<file path="config.mk">
export PLATFORM = sky130hd
export DESIGN_NAME = gpio_port
export DESIGN_NICKNAME = d
export VERILOG_FILES = /design/src/include/gpio_port_pkg.sv /design/src/design/gpio_irq_detect.sv /design/src/design/gpio_port.sv
export VERILOG_INCLUDE_DIRS = /design/src /design/src/include
export SDC_FILE = /design/constraint.sdc
export NUM_CORES = 1
export LEC_CHECK = 0
export BUFFER_PORTS_ARGS = -buffer_cell sky130_fd_sc_hd__clkbuf_2
export CAP_MARGIN = 20
export CORE_UTILIZATION = 48
export CTS_CLUSTER_DIAMETER = 150
export DETAILED_ROUTE_END_ITERATION = 8
export PLACE_DENSITY = 0.75
export SYNTH_ARGS = -nofsm -noshare
export SYNTH_HDL_FRONTEND = slang
export SYNTH_HIERARCHICAL = 1
export SYNTH_SLANG_ARGS = --single-unit
</file>
<file path="constraint.sdc">
create_clock -name clk_i -period 2.6 [get_ports clk_i]
set_input_delay 0.26 -clock clk_i [delete_from_list [all_inputs] [get_ports clk_i]]
set_output_delay 0.26 -clock clk_i [all_outputs]
set_load 0.03 [all_outputs]
</file>
<file path="src/include/gpio_port_consts.svh">
// Purpose: register offsets, reset values and field positions of the gpio port
// Assumes: byte-wide registers on a plain address/strobe port
// Notes: the sensitivity field models the separate miscellaneous register bits
// Function
// [RL1] eight pins, each input with or without interrupt, or output.
// [RL2] register bit n controls or reflects pin n, no reordering.
// [RL3] direction zero makes an input; data read returns the pin level.
// [RL4] data write on an input updates the latch only; pin stays undriven.
// [RL5] software writes the latch before turning a pin into an output.
// [RL6] an input with interrupt raises an external request on an event.
// [RL7] edge or level sensitivity is chosen by software sensitivity bits.
// [RL8] enabled pins of a group are ANDed before detection; one low masks all.
// [RL9] request latch is hidden from software and clears on vector fetch.
// [RL10] writing the sensitivity bits clears a pending request.
// [RL11] output option picks push-pull or open drain; one floats in open drain.
// [RL12] output mode: writes drive through the latch, reads return the pin.
// [RL13] software avoids read-modify-write on open-drain data, uses a shadow.
// [RL14] an enabled peripheral function overrides direction, option and data; the code overrides them only where the function also sets out_en.
// [RL15] a peripheral driving a pin makes it an output of the required form.
// [RL16] software leaves a peripheral input pin as input; it stays readable.
// [RL17] a bidirectional peripheral pin is left a floating input by software.
// [RL18] software never enables a function on a pin set as interrupt input.
// [RL19] an analog input pin is a floating input, steady during conversion.
// [RL20] input pin driven by its function reads back the function output.
// [RL21] output pin used as function input gives the peripheral the latch value.
// [RL22] direction bit zero is input, one is output, software only.
// [RL23] option: input 0 floating, 1 with interrupt; output 0 open drain, 1 push-pull.
// [RL24] data, direction and option reset to zero: floating inputs, no interrupt.
// [RL25] combined group input is synchronised before edge or level detection.
`ifndef GPIO_PORT_CONSTS_SVH
`define GPIO_PORT_CONSTS_SVH
`define GPIO_ADDR_W 2
`define GPIO_OFS_DATA 2'h0
`define GPIO_OFS_DIR 2'h1
`define GPIO_OFS_OPT 2'h2
`define GPIO_OFS_SENS 2'h3
`define GPIO_RST_BYTE 8'h00
`define GPIO_RST_SENS 2'h0
`define GPIO_SENS_LSB 0
`define GPIO_SENS_W 2
`endif

</file>
<file path="src/include/gpio_port_pkg.sv">
// Purpose: types shared by the gpio port files
// Assumes: nothing
// Notes: sensitivity codes select falling, rising, both edges or low level
package gpio_port_pkg;
    typedef enum logic [1:0] {
        SENS_FALL_LOW,
        SENS_RISE,
        SENS_FALL,
        SENS_BOTH
    } sens_e;

    typedef struct packed {
        logic [7:0] pin_o;
        logic [7:0] pin_oe;
    } pad_drive_s;

    typedef struct packed {
        logic [7:0] enable;
        logic [7:0] out_val;
        logic [7:0] out_en;
        logic [7:0] open_drain;
    } alt_ctrl_s;
endpackage

</file>
<file path="src/design/gpio_irq_detect.sv">
// Purpose: synchronise the combined group level and detect the sensitivity event
// Assumes: group level is asynchronous to clk_i
// Notes: request latch clears on vector fetch or sensitivity change
`timescale 1ns/10ps
module gpio_irq_detect (
    input wire logic clk_i,
    input wire logic rst_n_i,
    input wire logic group_level_i,
    input wire gpio_port_pkg::sens_e sens_i,
    input wire logic sens_wr_i,
    input wire logic vec_fetch_i,
    output logic req_o
);
    logic sync1_q;
    logic sync2_q;
    logic prev_q;
    logic event_w;
    logic rise_w;
    logic fall_w;

    // first stage feeds only the second
    always_ff @(posedge clk_i or negedge rst_n_i) begin
        if (!rst_n_i) begin
            sync1_q <= 1'b1;
            sync2_q <= 1'b1;
            prev_q <= 1'b1;
        end else begin
            sync1_q <= group_level_i; // RL25
            sync2_q <= sync1_q;
            prev_q <= sync2_q;
        end
    end

    assign rise_w = sync2_q & ~prev_q;
    assign fall_w = ~sync2_q & prev_q;

    always_comb begin
        case (sens_i) // RL7
            gpio_port_pkg::SENS_FALL_LOW: event_w = fall_w | ~sync2_q;
            gpio_port_pkg::SENS_RISE: event_w = rise_w;
            gpio_port_pkg::SENS_FALL: event_w = fall_w;
            gpio_port_pkg::SENS_BOTH: event_w = rise_w | fall_w;
            default: event_w = 1'b0;
        endcase
    end

    // sensitivity write discards a pending request and a new event; a new event wins over vector fetch
    always_ff @(posedge clk_i or negedge rst_n_i) begin
        if (!rst_n_i) begin
            req_o <= 1'b0;
        end else if (event_w && !sens_wr_i) begin
            req_o <= 1'b1; // RL6
        end else if (sens_wr_i || vec_fetch_i) begin
            req_o <= 1'b0; // RL9 RL10
        end
    end
endmodule // gpio_irq_detect

</file>
<file path="src/design/gpio_port.sv">
// Purpose: eight-pin general purpose port with group external interrupt
// Assumes: byte registers on a plain strobe port, read data one cycle later
// Notes: pads resolved outside; pin_i is the level seen on each pad
`timescale 1ns/10ps
`include "gpio_port_consts.svh"
module gpio_port #(
    parameter int unsigned WIDTH = 8
) (
    input wire logic clk_i,
    input wire logic reset_n_i,
    input wire logic [`GPIO_ADDR_W-1:0] addr_i,
    input wire logic [7:0] wdata_i,
    input wire logic wr_i,
    input wire logic rd_i,
    output logic [7:0] rdata_o,
    input wire logic [WIDTH-1:0] pin_i,
    output logic [WIDTH-1:0] pin_o,
    output logic [WIDTH-1:0] pin_oe_o,
    input wire gpio_port_pkg::alt_ctrl_s alt_i,
    output logic [WIDTH-1:0] alt_in_o,
    input wire logic vec_fetch_i,
    output logic irq_req_o
);
    logic rst_s1_q;
    logic rst_n_q;
    logic [WIDTH-1:0] latch_q;
    logic [WIDTH-1:0] dir_q;
    logic [WIDTH-1:0] opt_q;
    logic [`GPIO_SENS_W-1:0] sens_q;
    logic [WIDTH-1:0] eff_out_w;
    logic [WIDTH-1:0] eff_val_w;
    logic [WIDTH-1:0] eff_od_w;
    logic [WIDTH-1:0] read_val_w;
    logic [WIDTH-1:0] irq_en_w;
    gpio_port_pkg::pad_drive_s drive_d;
    gpio_port_pkg::pad_drive_s drive_q;
    logic [7:0] rdata_d;
    logic [WIDTH-1:0] alt_in_d;
    logic group_level_w;
    logic sens_wr_w;
    logic wr_data_w;
    logic wr_dir_w;
    logic wr_opt_w;

    function automatic logic hit(input logic [`GPIO_ADDR_W-1:0] a,
                                 input logic [`GPIO_ADDR_W-1:0] ofs);
        hit = (a == ofs);
    endfunction

    // reset release through two flops
    always_ff @(posedge clk_i or negedge reset_n_i) begin
        if (!reset_n_i) begin
            rst_s1_q <= 1'b0;
            rst_n_q <= 1'b0;
        end else begin
            rst_s1_q <= 1'b1;
            rst_n_q <= rst_s1_q;
        end
    end

    assign wr_data_w = wr_i & hit(addr_i, `GPIO_OFS_DATA);
    assign wr_dir_w = wr_i & hit(addr_i, `GPIO_OFS_DIR);
    assign wr_opt_w = wr_i & hit(addr_i, `GPIO_OFS_OPT);
    assign sens_wr_w = wr_i & hit(addr_i, `GPIO_OFS_SENS);

    // latch written in any direction so the level is ready when turned to output
    always_ff @(posedge clk_i or negedge rst_n_q) begin
        if (!rst_n_q) begin
            latch_q <= WIDTH'(`GPIO_RST_BYTE); // RL24
            dir_q <= WIDTH'(`GPIO_RST_BYTE); // RL24
            opt_q <= WIDTH'(`GPIO_RST_BYTE); // RL24
            sens_q <= `GPIO_RST_SENS;
        end else begin
            if (wr_data_w) latch_q <= wdata_i[WIDTH-1:0]; // RL4
            if (wr_dir_w) dir_q <= wdata_i[WIDTH-1:0]; // RL22
            if (wr_opt_w) opt_q <= wdata_i[WIDTH-1:0]; // RL23
            if (sens_wr_w) sens_q <= wdata_i[`GPIO_SENS_LSB +: `GPIO_SENS_W]; // RL7
        end
    end

    // per-pin mode resolution; alternate function has priority where it also sets out_en
    genvar g;
    generate
        for (g = 0; g < WIDTH; g++) begin : g_pin // RL1 RL2
            assign eff_out_w[g] = alt_i.enable[g] & alt_i.out_en[g] ? 1'b1 : dir_q[g]; // RL14 RL15
            assign eff_val_w[g] = alt_i.enable[g] & alt_i.out_en[g] ?
                                  alt_i.out_val[g] : latch_q[g];
            assign eff_od_w[g] = alt_i.enable[g] & alt_i.out_en[g] ?
                                 alt_i.open_drain[g] : ~opt_q[g]; // RL15
            // open drain drives only the low level
            assign drive_d.pin_o[g] = eff_val_w[g];
            assign drive_d.pin_oe[g] = eff_out_w[g] & (~eff_od_w[g] | ~eff_val_w[g]); // RL11 RL3
            // input pin with function driving reads function output
            assign read_val_w[g] = (~dir_q[g] & alt_i.enable[g] & alt_i.out_en[g]) ?
                                   alt_i.out_val[g] : pin_i[g]; // RL20 RL3 RL12
            // output pin feeds the latch value to the peripheral
            assign alt_in_d[g] = dir_q[g] ? latch_q[g] : pin_i[g]; // RL21 RL16
            assign irq_en_w[g] = ~dir_q[g] & opt_q[g]; // RL23
        end
    endgenerate

    // AND of enabled pins; a low pin masks the others
    assign group_level_w = &(pin_i | ~irq_en_w); // RL8

    always_comb begin
        rdata_d = 8'h00;
        case (addr_i)
            `GPIO_OFS_DATA: rdata_d[WIDTH-1:0] = read_val_w; // RL3 RL12
            `GPIO_OFS_DIR: rdata_d[WIDTH-1:0] = dir_q;
            `GPIO_OFS_OPT: rdata_d[WIDTH-1:0] = opt_q;
            `GPIO_OFS_SENS: rdata_d[`GPIO_SENS_LSB +: `GPIO_SENS_W] = sens_q;
            default: rdata_d = 8'h00;
        endcase
    end

    // registered pads: one cycle from register change to pin
    always_ff @(posedge clk_i or negedge rst_n_q) begin
        if (!rst_n_q) begin
            drive_q <= '0;
            rdata_o <= 8'h00;
            alt_in_o <= '0;
        end else begin
            drive_q <= drive_d;
            rdata_o <= rd_i ? rdata_d : 8'h00;
            // peripheral sees its input one cycle late, traded for a flopped output
            alt_in_o <= alt_in_d;
        end
    end

    assign pin_o = drive_q.pin_o[WIDTH-1:0];
    assign pin_oe_o = drive_q.pin_oe[WIDTH-1:0];

    gpio_irq_detect u_irq (
        .clk_i(clk_i),
        .rst_n_i(rst_n_q),
        .group_level_i(group_level_w),
        .sens_i(gpio_port_pkg::sens_e'(sens_q)),
        .sens_wr_i(sens_wr_w), // RL10
        .vec_fetch_i(vec_fetch_i), // RL9
        .req_o(irq_req_o)
    );
endmodule // gpio_port

</file>
==> summary.md <==
| Metric | Value |
|---|---|
| Status | `finished, final reports clean` |
| Starting Density | `0.511` |
| Yosys warnings | `6` |
| R2R depth | `5` |
| Async SR Flop Fraction | `1.00` |
| Vias in the first global route | `2073` |
| FMAX | `0.633 GHz` |
| Iter 0 DRT Violations | `88` |
| Clk pin slew, worst setup/hold paths | `60 ps` |
| Clock tree root driver cell | `clkbuf_8` |
| Post-DP Area | `3390 um^2` |
| Die height | `79.8 um` |
| Yosys cell types | `34` |
| Sequential cell area | `1610 um^2` |
| Antenna Cells | `0` |
| GRT Overall Usage | `0.205` |
| Syn Nets | `284` |
| Vias per inst | `5.19` |
| CP cell instances | `inv_1 > ha_1 > mux2i_1 > nor4b_1 > or3_1` |
| Period utilization | `0.607` |
| Final wirelength | `5960 um` |
| Crit path capture type | `register` |
| TritonCTS Sinks | `64` |
| Skew-Pair Late Insertion Delay | `330 ps` |
| Postcts setup bufs | `0` |
| Yosys reg bits | `64` |
| Seq/Total Area, Yosys | `0.553` |
| Final Skew | `6.83 ps` |
| Largest net degree at the start of global routing | `27` |
| HP Class | `in2reg` |
| Min-delay src | `wdata_i[2]` |
| RSZ-0062 raised after global routing | `false` |
| Worst path max stage delay | `420 ps` |
| Post-synth top area share | `0.526` |
| Avg Inst Size Synth | `12.8 um^2` |
| Mapped Cells | `226` |
| Number of port buffers | `87` |
| Final #Nets | `379` |
| CTS H-tree depth | `3` |
| CTS max path bufs | `2` |
| Slew HR | `0.637` |
| Power Density | `784 nW/um^2` |
| Maximum vdd drop | `0.000452 V` |
| Slowest-stage cell, CP | `dfrtp_1` |
| Vias after detailed routing | `2066` |
| CTS Buf Count | `9` |
| MaxCap Viol Count | `0` |
| CTS tree | `yes` |
| Arrival @ worst endpoint | `1790 ps` |
| Layout cells sized above 1 | `0.491` |
| DRC | `0` |
| Finished Cell Area | `3580 um^2` |
| Die Area | `6360 um^2` |
| Setup CP Type | `reg2reg` |
| Post_cts resized | `0` |
| Worst-Margin Slew | `545 ps` |
| # fillers | `464` |
| Worst setup SP type | `register` |
| Core area | `5680 um^2` |
| Hold Vio Cnt, Final | `0` |
| Max-slew violations | `0` |
| Most frequent cells after synthesis | `dfrtp_1, mux2_2, nor2_1` |
| Post-synth EDFFs | `0` |
| FF-to-FF setup slack | `1020 ps` |
| Critical Path RT | `2810 ps` |
| Final GP Congestion | `0.762` |
| Multi-input gate area | `1230 um^2` |
| R2R Path End | `u_irq/req_o` |
| Cell type with the largest total area after synthesis | `dfrtp_1` |
| Fin Setup TNS | `0 ps` |
| Cell area after synthesis | `2900 um^2` |
| CP Max Fanout | `5` |
| First-pass GRT wire length | `9680 um` |
| Crit path time final | `1580 ps` |
| Final ANT Viol Nets | `0` |
| Hold Path Stages | `2` |
| Die width | `79.8 um` |
| Drt pass-1 iters | `4` |
| Antenna violations before repair | `0` |
| Routed WL per cell | `15.0 um` |
| Synth Flop Type | `dfrtp_1` |
| Leak | `1.72 nW` |
| Hold EP | `latch_q[2]` |
| Setup violators final | `0` |
| Row count | `27` |
| Synth top area cells | `dfrtp_1, mux2_2, mux2_4, dfstp_2, a31o_2` |
| Grt ovf | `0` |
| Layout area overhead | `23.3%` |
| Most frequent cell after synthesis | `dfrtp_1` |
| DP Wirelength | `4400 um` |
| Boundary pin count | `88` |
| Worst R2R Start | `sens_q[0]` |
final cells by class:
class / count / share of cell area
clock buffers: 16 / 0.0504
inverters: 2 / 0.00210
multi-input cells: 154 / 0.345
flip-flops and latches: 64 / 0.449
well taps: 72 / 0.0252
repair buffers: 90 / 0.129
registers in the layout, summed over array words and instances, names as in the netlist, 2 cells and up:
register  count
latch_q       8
opt_q         8
alt_in_o      8
pin_oe_o      8
rdata_o       8
pin_o         8
sens_q        2
dir_q         8
cell families (layout without fill, tap and decap cells):
family                     after synthesis  after routing  synth area share
DFF                                     64             64             0.553
and+or+nand+nor                         59             59             0.113
muxes                                   47             47             0.191
AOI/OAI and AO/OA                       44             44             0.107
buffers and inverters                    8            108            0.0220
adders and majority gates                3              3            0.0129
other                                    1              1           0.00129
layout by cell type, fill, tap and decap left out, types with 2 or more instances in the layout:
| master | instances |
|---|---|
| clkbuf_2 | 87 |
| dfrtp_1 | 60 |
| mux2_2 | 34 |
| nor2_1 | 14 |
| clkbuf_8 | 12 |
| nand2_1 | 11 |
| nand2b_1 | 11 |
| a21oi_1 | 11 |
| a31o_2 | 8 |
| mux2_4 | 8 |
| o21ai_0 | 7 |
| nor2b_1 | 7 |
| o41ai_1 | 6 |
| nand3_1 | 6 |
| o31ai_1 | 6 |
| mux2i_1 | 5 |
| clkbuf_1 | 4 |
| nor3b_1 | 3 |
| ha_1 | 3 |
| dfstp_2 | 3 |
| o211ai_1 | 2 |
| buf_4 | 2 |
| inv_1 | 2 |
report_power, final:
group          internal [mW]  leakage, nW  switching (mW)
sequential              1.19        0.764           0.142
combinational          0.311        0.865           0.385
clock                  0.427       0.0910           0.346
total                   1.93         1.72           0.874
layer usage:
metal  routed length (um)  part of all wire  GRT usage  vias to the layer above
met1                 2670              0.45      0.258                      984
met3                  327             0.055     0.0503                        8
met2                 2880              0.48      0.337                       60
met4                   87             0.015     0.0875                        0
li1                     -                 -          -                     1014
met5                    0                 0          0                        -
repair_timing:
item                       CTS  global route
setup endpoints to repair    0             0
hold endpoints to repair     2             0
hold buffers                 1             0
metrics by stage:
step                       util  setup slack (ps)  power, mW  hold WS, ps  instances
final                     0.630              1020       2.80          186        398
after global placement    0.597              1020       2.04         44.7        381
after CTS                 0.630              1020       2.83          172        398
after floorplan               -               691       1.83        -35.6        226
after global routing      0.630               880       2.96          181        398
after detailed placement  0.597               966       2.05         46.5        381
worst max-delay path: cells and delay by family (launching register included):
| family | cells | cell delay [ps] |
|---|---|---|
| mux | 1 | 210 |
| fa+ha+maj | 1 | 330 |
| flops | 1 | 420 |
| buf+inv | 1 | 60 |
| simple gates | 2 | 430 |
worst max path at each step:
stage                         start     endpoint  slack, ps  depth (start not counted)
after detailed placement  addr_i[1]  u_irq/req_o        970                          4
after floorplan             rst_n_q  alt_in_o[0]        690                          0
after CTS                 sens_q[0]  u_irq/req_o       1020                          5
after global routing      sens_q[0]  u_irq/req_o        880                          5
after global placement    addr_i[1]  u_irq/req_o       1020                          4
final                     sens_q[0]  u_irq/req_o       1020                          5
(Power assumes the default switching activity.)
